--- src/design/uatx_consts.vh ---
`ifndef UATX_CONSTS_VH
`define UATX_CONSTS_VH
// ----------------------------------------
// mode register field positions
// ----------------------------------------
`define UATX_MODE_W        6
`define UATX_MODE_CHR8     0
`define UATX_MODE_PAR_LO   1
`define UATX_MODE_PAR_HI   2
`define UATX_MODE_STOP2    3
`define UATX_MODE_RSV_LO   4
`define UATX_MODE_RSV_HI   5
// ----------------------------------------
// parity encodings and reset values
// ----------------------------------------
`define UATX_PAR_NONE      2'h0
`define UATX_PAR_ZERO      2'h1
`define UATX_PAR_ODD       2'h2
`define UATX_PAR_EVEN      2'h3
`define UATX_MODE_RST      6'h00
`define UATX_DATA_RST      8'hff
// ----------------------------------------
// timing
// ----------------------------------------
`define UATX_BAUD_DIV_RST  16'h0364
`endif

--- src/design/uatx_baud_gen.v ---
`timescale 1ns/100ps
`include "uatx_consts.vh"
// ----------------------------------------
// bit-period enable divider
// ----------------------------------------
module uatx_baud_gen #(
   parameter DIV_W = 16
) (
   input  wire             clk,
   input  wire             rst_n,
   input  wire             run,
   input  wire [DIV_W-1:0] divisor,
   output reg              bit_tick
);
   reg [DIV_W-1:0] cnt_reg;
   reg [DIV_W-1:0] cnt_next;
   reg             tick_next;

   always @* begin
      cnt_next  = cnt_reg;
      tick_next = 1'b0;
      if (!run) begin
         cnt_next = {DIV_W{1'b0}};
      end else if (cnt_reg >= divisor - {{(DIV_W-1){1'b0}}, 1'b1} || divisor == {DIV_W{1'b0}}) begin
         cnt_next  = {DIV_W{1'b0}};
         tick_next = 1'b1;
      end else begin
         cnt_next = cnt_reg + {{(DIV_W-1){1'b0}}, 1'b1};
      end
   end

   always @(posedge clk) begin
      if (!rst_n) begin
         cnt_reg  <= {DIV_W{1'b0}};
         bit_tick <= 1'b0;
      end else begin
         cnt_reg  <= cnt_next;
         bit_tick <= tick_next;
      end
   end
endmodule

--- src/design/uatx_tx_path.v ---
`timescale 1ns/100ps
`include "uatx_consts.vh"
// ----------------------------------------
// Overview of operation
// - frame: start, data, optional parity, stops
// - length, parity, stop length from mode
// - data bits leave lsb first after start
// - unit enable drives line idle high
// - tx enable one means enabled, zero disabled
// - write when enabled loads holding buffer
// - start, parity, stop bits generated internally
// - done pulse with final stop bit output
// - nothing pending at end: stop, idle
// - reset-emptied shift register raises no done
// - buffer frees when shifting starts
// - pending flag one while byte waits
// - flags pass 10, 11, 01 in streaming
// - active flag one during frame transmission
// - flags 00 at start; first write sequence
// - writes while disabled are discarded
// - clearing either enable clears both flags
// ----------------------------------------
module uatx_tx_path #(
   parameter DIV_W = 16
) (
   input  wire                     clk,
   input  wire                     rst_n,
   input  wire [`UATX_MODE_W-1:0]  uart_mode_reg,
   input  wire                     uart_unit_enable,
   input  wire                     tx_enable_bit,
   input  wire [DIV_W-1:0]         baud_divisor,
   input  wire                     tx_wr_strobe,
   input  wire [7:0]               tx_wr_data,
   output wire [7:0]               tx_holding_buffer,
   output wire [1:0]               tx_status_reg,
   output wire                     tx_buffer_pending,
   output wire                     tx_shift_active,
   output reg                      tx_done_irq,
   output reg                      serial_out_pin
);
   // ----------------------------------------
   // states
   // ----------------------------------------
   localparam ST_IDLE  = 3'h0;
   localparam ST_START = 3'h1;
   localparam ST_DATA  = 3'h2;
   localparam ST_PAR   = 3'h3;
   localparam ST_STOP  = 3'h4;

   reg  [2:0] state_reg;
   reg  [2:0] state_next;
   reg  [7:0] hold_reg;
   reg  [7:0] hold_next;
   reg  [7:0] shift_reg;
   reg  [7:0] shift_next;
   reg        pend_reg;
   reg        pend_next;
   reg        act_reg;
   reg        act_next;
   reg  [2:0] bitcnt_reg;
   reg  [2:0] bitcnt_next;
   reg        stopcnt_reg;
   reg        stopcnt_next;
   reg        par_reg;
   reg        par_next;
   reg        line_next;
   reg        done_next;
   reg        load_now;
   reg        frame_over;
   wire       enabled;
   wire       bit_tick;
   wire       chr8;
   wire [1:0] par_mode;
   wire       stop2;
   wire [2:0] last_bit;
   wire [7:0] char_mask;
   wire [8:0] par_chain;
   wire       char_par;
   genvar     gi;

   // ----------------------------------------
   // mode decode and status
   // ----------------------------------------
   assign enabled           = uart_unit_enable & tx_enable_bit;
   assign chr8              = uart_mode_reg[`UATX_MODE_CHR8];
   assign par_mode          = uart_mode_reg[`UATX_MODE_PAR_HI:`UATX_MODE_PAR_LO];
   assign stop2             = uart_mode_reg[`UATX_MODE_STOP2];
   assign last_bit          = chr8 ? 3'h7 : 3'h6;
   assign tx_buffer_pending = pend_reg;
   assign tx_shift_active   = act_reg;
   assign tx_status_reg     = {pend_reg, act_reg};
   assign tx_holding_buffer = hold_reg;
   assign char_mask         = {chr8, 7'h7f};
   assign char_par          = par_chain[8];

   // ----------------------------------------
   // character parity
   // ----------------------------------------
   // taken from the buffer at load time, so the shifter needs no parity tap
   assign par_chain[0] = 1'b0;
   generate
      for (gi = 0; gi < 8; gi = gi + 1) begin : g_par
         assign par_chain[gi+1] = par_chain[gi] ^ (hold_reg[gi] & char_mask[gi]);
      end
   endgenerate

   // ----------------------------------------
   // bit timing
   // ----------------------------------------
   // divider restarts with each frame started from idle so the start bit lasts a full period
   uatx_baud_gen #(
      .DIV_W    (DIV_W)
   ) u_baud (
      .clk      (clk),
      .rst_n    (rst_n),
      .run      (state_reg != ST_IDLE),
      .divisor  (baud_divisor),
      .bit_tick (bit_tick)
   );

   // ----------------------------------------
   // holding buffer and flags
   // ----------------------------------------
   always @* begin
      hold_next = hold_reg;
      pend_next = pend_reg;
      act_next  = act_reg;
      if (!enabled) begin
         pend_next = 1'b0;
         act_next  = 1'b0;
      end else begin
         if (load_now) begin
            pend_next = 1'b0;
            act_next  = 1'b1;
         end
         if (frame_over) begin
            act_next = 1'b0;
         end
         // a write landing with a transfer keeps the flag set
         if (tx_wr_strobe) begin
            hold_next = tx_wr_data;
            pend_next = 1'b1;
         end
      end
   end

   // ----------------------------------------
   // frame sequencer
   // ----------------------------------------
   always @* begin
      state_next   = state_reg;
      shift_next   = shift_reg;
      bitcnt_next  = bitcnt_reg;
      stopcnt_next = stopcnt_reg;
      par_next     = par_reg;
      line_next    = serial_out_pin;
      done_next    = 1'b0;
      load_now     = 1'b0;
      frame_over   = 1'b0;
      if (!enabled) begin
         state_next = ST_IDLE;
         line_next  = 1'b1;
      end else begin
         case (state_reg)
            ST_IDLE: begin
               line_next = 1'b1;
               if (pend_reg) begin
                  // transfer to shift register frees the buffer
                  shift_next = hold_reg;
                  par_next   = char_par;
                  load_now   = 1'b1;
                  state_next = ST_START;
                  line_next  = 1'b0;
               end
            end
            ST_START: begin
               if (bit_tick) begin
                  state_next  = ST_DATA;
                  bitcnt_next = 3'h0;
                  line_next   = shift_reg[0];
                  shift_next  = {1'b1, shift_reg[7:1]};
               end
            end
            ST_DATA: begin
               if (bit_tick) begin
                  if (bitcnt_reg == last_bit) begin
                     stopcnt_next = 1'b0;
                     if (par_mode != `UATX_PAR_NONE) begin
                        state_next = ST_PAR;
                        case (par_mode)
                           `UATX_PAR_ODD:  line_next = ~par_reg;
                           `UATX_PAR_EVEN: line_next = par_reg;
                           default:        line_next = 1'b0;
                        endcase
                     end else begin
                        state_next = ST_STOP;
                        line_next  = 1'b1;
                        done_next  = ~stop2;
                     end
                  end else begin
                     bitcnt_next = bitcnt_reg + 3'h1;
                     line_next   = shift_reg[0];
                     shift_next  = {1'b1, shift_reg[7:1]};
                  end
               end
            end
            ST_PAR: begin
               if (bit_tick) begin
                  state_next = ST_STOP;
                  line_next  = 1'b1;
                  done_next  = ~stop2;
               end
            end
            ST_STOP: begin
               if (bit_tick) begin
                  if (stop2 && !stopcnt_reg) begin
                     stopcnt_next = 1'b1;
                     done_next    = 1'b1;
                  end else if (pend_reg) begin
                     // next byte waiting: back-to-back frame
                     shift_next = hold_reg;
                     par_next   = char_par;
                     load_now   = 1'b1;
                     state_next = ST_START;
                     line_next  = 1'b0;
                  end else begin
                     frame_over = 1'b1;
                     state_next = ST_IDLE;
                     line_next  = 1'b1;
                  end
               end
            end
            default: begin
               state_next = ST_IDLE;
               line_next  = 1'b1;
            end
         endcase
      end
   end

   // ----------------------------------------
   // control registers
   // ----------------------------------------
   always @(posedge clk) begin
      if (!rst_n) begin
         state_reg <= ST_IDLE;
         pend_reg  <= 1'b0;
         act_reg   <= 1'b0;
      end else begin
         state_reg <= state_next;
         pend_reg  <= pend_next;
         act_reg   <= act_next;
      end
   end

   // ----------------------------------------
   // holding buffer register
   // ----------------------------------------
   always @(posedge clk) begin
      if (!rst_n) begin
         hold_reg <= `UATX_DATA_RST;
      end else begin
         hold_reg <= hold_next;
      end
   end

   // ----------------------------------------
   // shifter registers
   // ----------------------------------------
   always @(posedge clk) begin
      if (!rst_n) begin
         shift_reg   <= `UATX_DATA_RST;
         bitcnt_reg  <= 3'h0;
         stopcnt_reg <= 1'b0;
         par_reg     <= 1'b0;
      end else begin
         shift_reg   <= shift_next;
         bitcnt_reg  <= bitcnt_next;
         stopcnt_reg <= stopcnt_next;
         par_reg     <= par_next;
      end
   end

   // ----------------------------------------
   // output registers
   // ----------------------------------------
   // line and done leave from flops so the pin never glitches
   always @(posedge clk) begin
      if (!rst_n) begin
         serial_out_pin <= 1'b1;
         tx_done_irq    <= 1'b0;
      end else begin
         serial_out_pin <= line_next;
         tx_done_irq    <= done_next;
      end
   end
endmodule

--- config.mk ---
export PLATFORM = sky130hd
export DESIGN_NAME = uatx_tx_path
export DESIGN_NICKNAME = d
export VERILOG_FILES = /design/src/design/uatx_baud_gen.v /design/src/design/uatx_tx_path.v
export VERILOG_INCLUDE_DIRS = /design/src /design/src/design
export SDC_FILE = /design/constraint.sdc
export NUM_CORES = 1
export LEC_CHECK = 0
export BUFFER_PORTS_ARGS = -buffer_cell sky130_fd_sc_hd__buf_2
export CORE_MARGIN = 2
export CORE_UTILIZATION = 46
export CTS_BUF_LIST = sky130_fd_sc_hd__clkbuf_4
export DETAILED_ROUTE_END_ITERATION = 12
export PLACE_DENSITY = 0.77
export SKIP_LAST_GASP = 1
export SLEW_MARGIN = 40
export SYNTH_ARGS = -nofsm -noshare
export SYNTH_HDL_FRONTEND = slang
export SYNTH_SLANG_ARGS = --single-unit
--- constraint.sdc ---
create_clock -name clk -period 3.8 [get_ports clk]
set_input_delay 0.95 -clock clk [delete_from_list [all_inputs] [get_ports clk]]
set_output_delay 0.95 -clock clk [all_outputs]
set_load 0.01 [all_outputs]
==> run_results.csv, run 1 <==
group,metric,value,unit
floorplan,initial_core_util,0.479,
floorplan,die_w,83.0,µm
synth,synth_area,2870,µm²
floorplan,io-pin-count,49,
synth,syn_avg_cell_area,8.20,µm²
setup_path,setup.reg_to_reg.worst_slack,1.72,ns
synth,yosysWarningCount,0,
sta,final-max-slew-violation-count,0,
clock_tree,cts_setup_buffers,0,
synth,postSynthCellCount,350,
drt,initialDrtViolationCount,112,
setup_path,cp_slowest_stage_delay,0.39,ns
clock_tree,max-clock-path-buffers,2,
sta,grt_setup_unrepaired,"false",
layout,final_core_util,0.551,
clock_tree,clock_sink_count,45,
drt,detail_route.first_pass.iterations,4,
power,power.net_switching,220,µW
synth,async_reset_ff_frac,0,
synth,ys_seq_elements,45,
job,maxCapViolCount,0,
setup_path,path_class,"in -> reg",
sta,finalClockSkew,0.0103,ns
sta,postLayoutSetupSlackWorst,0.218,ns
placement,finalWeightedCongestion,0.819,
setup_path,critical_path_cell_by_cell,"buf_2 > nor4_1 > nand4_1 > or2_2 > nor3_1 > xnor2_1 > ha_1 > a21o_2 > a221o_2 > or3b_1 > buf_4 > nor3b_1",
placement,dp.final_hpwl,4860,µm
floorplan,dieHeight,83.0,µm
setup_path,endpoint_of_the_most_critical_register_to_register_path,"u_baud.cnt_reg[1]",
grt,grt_pass1_vias,2418,
setup_path,critical_path.max_fanout,16,
sta,setup-violations-final,0,
clock_tree,numCtsBuffers,5,
setup_path,crit_path_end_kind,"flop",
sta,timing.fmax,0.279,GHz
sta,timing.slew.headroom,0.604,
floorplan,dieArea,6890,µm²
placement,dp_worst_setup_slack,-0.178,ns
clock_tree,post_cts_hold_buffer_count,0,
setup_path,rr_worst_depth,6,
grt,grt_usage,0.182,
drt,route.antenna.remaining_nets,0,
layout,antenna-diode-count,0,
drt,drt-wirelength-per-cell,12.9,µm
grt,grt_start_max_net_pins,27,
drt,avgViaCountPerCell,5.43,
power,sw_frac_of_total,0.249,
power,leakagePower,0.00132,µW
sta,finalCriticalPeriod,3.58,ns
clock_tree,cts_root_buf,"clkbuf_4",
layout,num-fill-cells,533,
sta,hold_violations,0,
synth,synth_top_cell_by_area,"dfxtp_1",
sta,timing_worst_slew_pin_value,0.594,ns
power,p_int,665,µW
power,pwr-share-seq,0.546,
layout,area_growth_syn_to_layout,15.0,%
sta,final.period_utilization,0.943,
synth,netlist.area_leader.share,0.314,
layout,final_area,3300,µm²
setup_path,req_time_crit_path,4.10,ns
floorplan,core-area,5990,µm²
drt,drc,0,
status,outcome,"completed",
setup_path,critical-path-slowest-cell,"nor4_1",
power,worst_ir_drop_vdd,0.000152,V
power,clkPwrFrac,0.327,
power,combinationalPowerShare,0.127,
layout,layout_cell_share_with_drive_strength_beyond_1,0.206,
grt,grt_antenna_before_repair,0,
drt,routed-via-count,2616,
hold_path,worst_hold_path_type,"reg -> reg",
power,power_density,268,nW/µm²
setup_path,timing.critical_path.to,"u_baud.cnt_reg[1]",
floorplan,core.rowCount,28,
clock_tree,cts-htree-levels,2,
clock_tree,postCtsResizedCells,0,
setup_path,r2r_start,"u_baud.cnt_reg[13]",
clock_tree,tritoncts,"yes",
placement,numPortBuffers,46,
placement,placement.cell_area,3230,µm²
grt,grt_pass1_wl,10700,µm
synth,synth_edf_count,0,
setup_path,critical_path.startpoint_type,"input port",
synth,mappedNetlistNets,404,
clock_tree,worstSkewPairLatency,0.37,ns
setup_path,critical_path_arrival,3.88,ns
drt,routed_wl,6220,µm
synth,ys_seq_area_frac,0.314,
clock_tree,clk_pin_slew_worst_paths,0.13,ns
setup_path,crit_start,"baud_divisor[5]",
layout,final_nets,461,
synth,yosysUniqueCellTypes,51,
grt,grt-ovfl-total,0,
layout,largest_reg_flops,16,
synth,ys_dominant_reg_cell,"dfxtp_1",
synth,synth_top_cells_by_area,"dfxtp_1 (31%), xnor2_1 (9.2%), ha_1 (8.3%)",
cell usage in the layout (no fill, tap or decap), types with 4 or more instances in the layout:
cell type and count:
buf_2 46, dfxtp_1 45, nand2_1 40, xnor2_1 30
nor3_1 23, nor2_1 22, nand3_1 22, a21oi_1 20
ha_1 19, buf_4 18, o21ai_0 17, and3_1 12
inv_1 11, xor2_1 8, nand2b_1 7, mux2i_1 7
nand4_1 6, clkbuf_4 5, nor4_1 4
synth_stat cells (2+ instances only):
master	instances
nor3_1	23
or3_1	3
xnor2_1	30
o21a_1	2
o21ai_1	2
dfxtp_1	45
o31a_1	2
nor2_1	22
or2_2	2
o32ai_1	2
mux2i_1	7
a31oi_1	2
o21ai_0	17
nor2b_1	3
nand4_1	6
a21oi_1	21
buf_2	4
inv_1	11
nand2b_1	7
nand3_1	22
buf_4	2
buf_12	2
clkbuf_1	4
and3_1	12
nand2_1	40
ha_1	19
xor2_1	8
nor4_1	4
nor3b_1	3
a211oi_1	2
cell type report:
cell class	count	area [µm²]	area share
Inverter	11	41.3	0.0125
Multi-Input combinational cell	280	1830	0.554
Tap cell	75	93.8	0.0284
Clock buffer	5	37.5	0.0114
Clock inverter	2	35.0	0.0106
Sequential cell	45	901	0.273
Timing Repair Buffer	64	365	0.111
critical path, delay by kind of cell:
kind,cells,cell delay (ns)
buf+inv,2,0.30
compound gates,2,0.58
fa+ha+maj,1,0.27
xor+xnor,1,0.15
simple gates,6,1.63
layer usage:
layer	vias up	track usage	wire, µm
li1	1354	-	-
met1	1215	0.222	2830
met2	39	0.329	3130
met3	8	0.0278	185
met4	0	0.0492	69
met5	-	0	0
kinds of logic (layout without fill, tap and decap cells):
family	count (synthesis)	after routing	share of synthesized area
simple gates	155	155	0.278
compound gates	61	61	0.133
flops	45	45	0.314
xor+xnor	38	38	0.116
buf+inv	25	82	0.0527
fa+ha+maj	19	19	0.0828
mux	7	7	0.0244
worst min path at each step:
stage	to	start	slack, ns	depth (start not counted)
floorplan	stopcnt_reg	stopcnt_reg	0.44	2
global placement	stopcnt_reg	stopcnt_reg	0.45	2
detailed placement	stopcnt_reg	stopcnt_reg	0.46	2
CTS	stopcnt_reg	stopcnt_reg	0.48	2
global route	stopcnt_reg	stopcnt_reg	0.50	2
finish	stopcnt_reg	stopcnt_reg	0.47	2
power by group through the flow:
| stage | Clock (µW) | Sequential, µW | Combinational (µW) |
|---|---|---|---|
| after floorplan | 0 | 495 | 62.9 |
| after global placement | 0 | 494 | 108 |
| after detailed placement | 0 | 494 | 113 |
| after CTS | 289 | 483 | 114 |
| after global routing | 310 | 485 | 126 |
| final | 290 | 483 | 112 |
through the flow:
| stage | total power, µW | cells | TNS [ns] | hold slack (ns) |
|---|---|---|---|---|
| 6_report | 885 | 482 | 0 | 0.474 |
| 4_1_cts | 886 | 482 | 0 | 0.477 |
| 3_5_place_dp | 607 | 475 | -2.39 | 0.461 |
| 3_3_place_gp | 602 | 475 | -1.46 | 0.454 |
| 2_1_floorplan | 558 | 350 | 0 | 0.436 |
| 5_1_grt | 921 | 482 | 0 | 0.505 |
No activity file was read; power rests on OpenSTA's default activity.
==> inputs of run 2 (changes only) <==
--- a/config.mk
+++ b/config.mk
@@ -12,6 +12,7 @@
 export CTS_BUF_LIST = sky130_fd_sc_hd__clkbuf_4
 export DETAILED_ROUTE_END_ITERATION = 12
 export PLACE_DENSITY = 0.77
+export RECOVER_POWER = 25
 export SKIP_LAST_GASP = 1
 export SLEW_MARGIN = 40
 export SYNTH_ARGS = -nofsm -noshare
==> run_results.csv, run 2 (same netlist as run 1, synthesis figures left out) <==
group,metric,value,unit
grt,grt-ovfl-total,0,
layout,largest_reg_flops,16,
status,outcome,"completed",
layout,final_area,3300,µm²
sta,final.period_utilization,0.943,
drt,avgViaCountPerCell,5.45,
clock_tree,numCtsBuffers,5,
drt,detail_route.first_pass.iterations,5,
placement,finalWeightedCongestion,0.819,
grt,groute.layer.met1.usage,0.222,
setup_path,critical_path.startpoint_type,"input port",
clock_tree,max-clock-path-buffers,2,
setup_path,critical_path_arrival,3.88,ns
floorplan,io-pin-count,49,
setup_path,crit_family,"simple AND/OR/NAND/NOR gates",
grt,grt_pass1_vias,2418,
placement,dp.final_hpwl,4860,µm
layout,final_cell_mix,"dfxtp_1 (45), buf_2 (43), nand2_1 (40)",
layout,antenna-diode-count,0,
power,leakagePower,0.00131,µW
clock_tree,post_cts_hold_buffer_count,0,
hold_path,worst_hold_path_type,"reg -> reg",
placement,placement.cell_area,3230,µm²
grt,grt_usage,0.182,
setup_path,critical-path-slowest-cell,"nor4_1",
grt,grt_pass1_wl,10700,µm
clock_tree,postCtsResizedCells,0,
floorplan,die_w,83.0,µm
floorplan,core-area,5990,µm²
job,maxCapViolCount,0,
floorplan,core.rowCount,28,
grt,grt_start_max_net_pins,27,
setup_path,worstPathBufferInverterCount,2,
setup_path,r2r_start,"u_baud.cnt_reg[13]",
floorplan,dieArea,6890,µm²
floorplan,dieHeight,83.0,µm
setup_path,cp_slowest_stage_delay,0.39,ns
layout,final_nets,461,
sta,timing.fmax,0.279,GHz
grt,grt_antenna_before_repair,0,
drt,drc,0,
sta,grt_setup_unrepaired,"false",
clock_tree,cts-htree-levels,2,
floorplan,initial_core_util,0.479,
sta,final-max-slew-violation-count,0,
drt,routed_wl,6200,µm
setup_path,critical_path_cell_by_cell,"buf_2 > nor4_1 > nand4_1 > or2_2 > nor3_1 > xnor2_1 > ha_1 > a21o_2 > a221o_2 > or3b_1 > buf_4 > nor3b_1",
hold_path,min-delay-start,"stopcnt_reg",
placement,dp_cells,475,
power,worst_ir_drop_vdd,0.000152,V
layout,layout_cell_share_with_drive_strength_beyond_1,0.199,
drt,routed-via-count,2626,
grt,grt-busiest-layer,"met2",
clock_tree,cts_root_buf,"clkbuf_4",
setup_path,crit_start,"baud_divisor[5]",
sta,timing_worst_slew_pin_value,1.07,ns
clock_tree,clk_pin_slew_worst_paths,0.13,ns
drt,drt-wirelength-per-cell,12.9,µm
sta,setup-violations-final,0,
clock_tree,clock_sink_count,45,
sta,timing.slew.headroom,0.289,
grt,grt_util_met2,0.329,
power,power_density,268,nW/µm²
clock_tree,tritoncts,"yes",
clock_tree,cts_setup_buffers,0,
setup_path,crit_path_end_kind,"flop",
layout,final_core_util,0.551,
setup_path,req_time_crit_path,4.10,ns
layout,area_growth_syn_to_layout,14.9,%
sta,finalCriticalPeriod,3.58,ns
drt,route.antenna.remaining_nets,0,
sta,hold_violations,0,
sta,min_hold_slack,0.473,ns
grt,groute.layer.met3.usage,0.0278,
placement,numPortBuffers,46,
setup_path,path_class,"in -> reg",
sta,timing.setup.tns,0,ns
sta,finalClockSkew,0.0130,ns
drt,initialDrtViolationCount,112,
clock_tree,worstSkewPairLatency,0.37,ns
layout,layout.cells.most_common,"dfxtp_1",
setup_path,critical_path.max_fanout,16,
layout,layout.cells.non_filler,482,
-- run 2: changes by cell type in the layout (fill, tap and decap cells not counted), sizes merged --
cell	before	now
buf	64	61
clkbuf	5	8
-- run 2: cell type report --
cell class / count / area (µm²)
Fill cell: 536 / 2690
Multi-Input combinational cell: 280 / 1830
Sequential cell: 45 / 901
Timing Repair Buffer: 64 / 362
Tap cell: 75 / 93.8
Inverter: 11 / 41.3
Clock buffer: 5 / 37.5
Clock inverter: 2 / 35.0
-- run 2: path summary, 6_finish.rpt --
path / to / slack, ns / cells past startpoint
max: u_baud.cnt_reg[1] / 0.22 / 12
min: stopcnt_reg / 0.47 / 2
max reg2reg: u_baud.cnt_reg[1] / 1.72 / 6
min reg2reg: stopcnt_reg / 0.47 / 2
-- run 2: tightest hold or removal path, cell delays in order, from the launching register on --
cell and delay, ns:
dfxtp_1 0.33, nand2_1 0.05, o21ai_0 0.06
-- run 2: metrics by stage --
stage / worst slack (ns) / total power [µW]
detailed placement: -0.178 / 607
floorplan: 0.0135 / 558
global placement: -0.106 / 602
finish: 0.217 / 884
global route: 0.00395 / 921
CTS: 0.185 / 886
-- run 2: where the power goes --
group | internal, µW | total (µW) | switching [µW]
clock network | 134 | 289 | 155
registers | 477 | 483 | 6.24
logic | 53.8 | 112 | 57.9
-- run 2: metal layers --
metal	share of wire	vias up
met5	0	-
met4	0.011	0
met3	0.035	8
met2	0.50	50
met1	0.45	1212
li1	-	1356
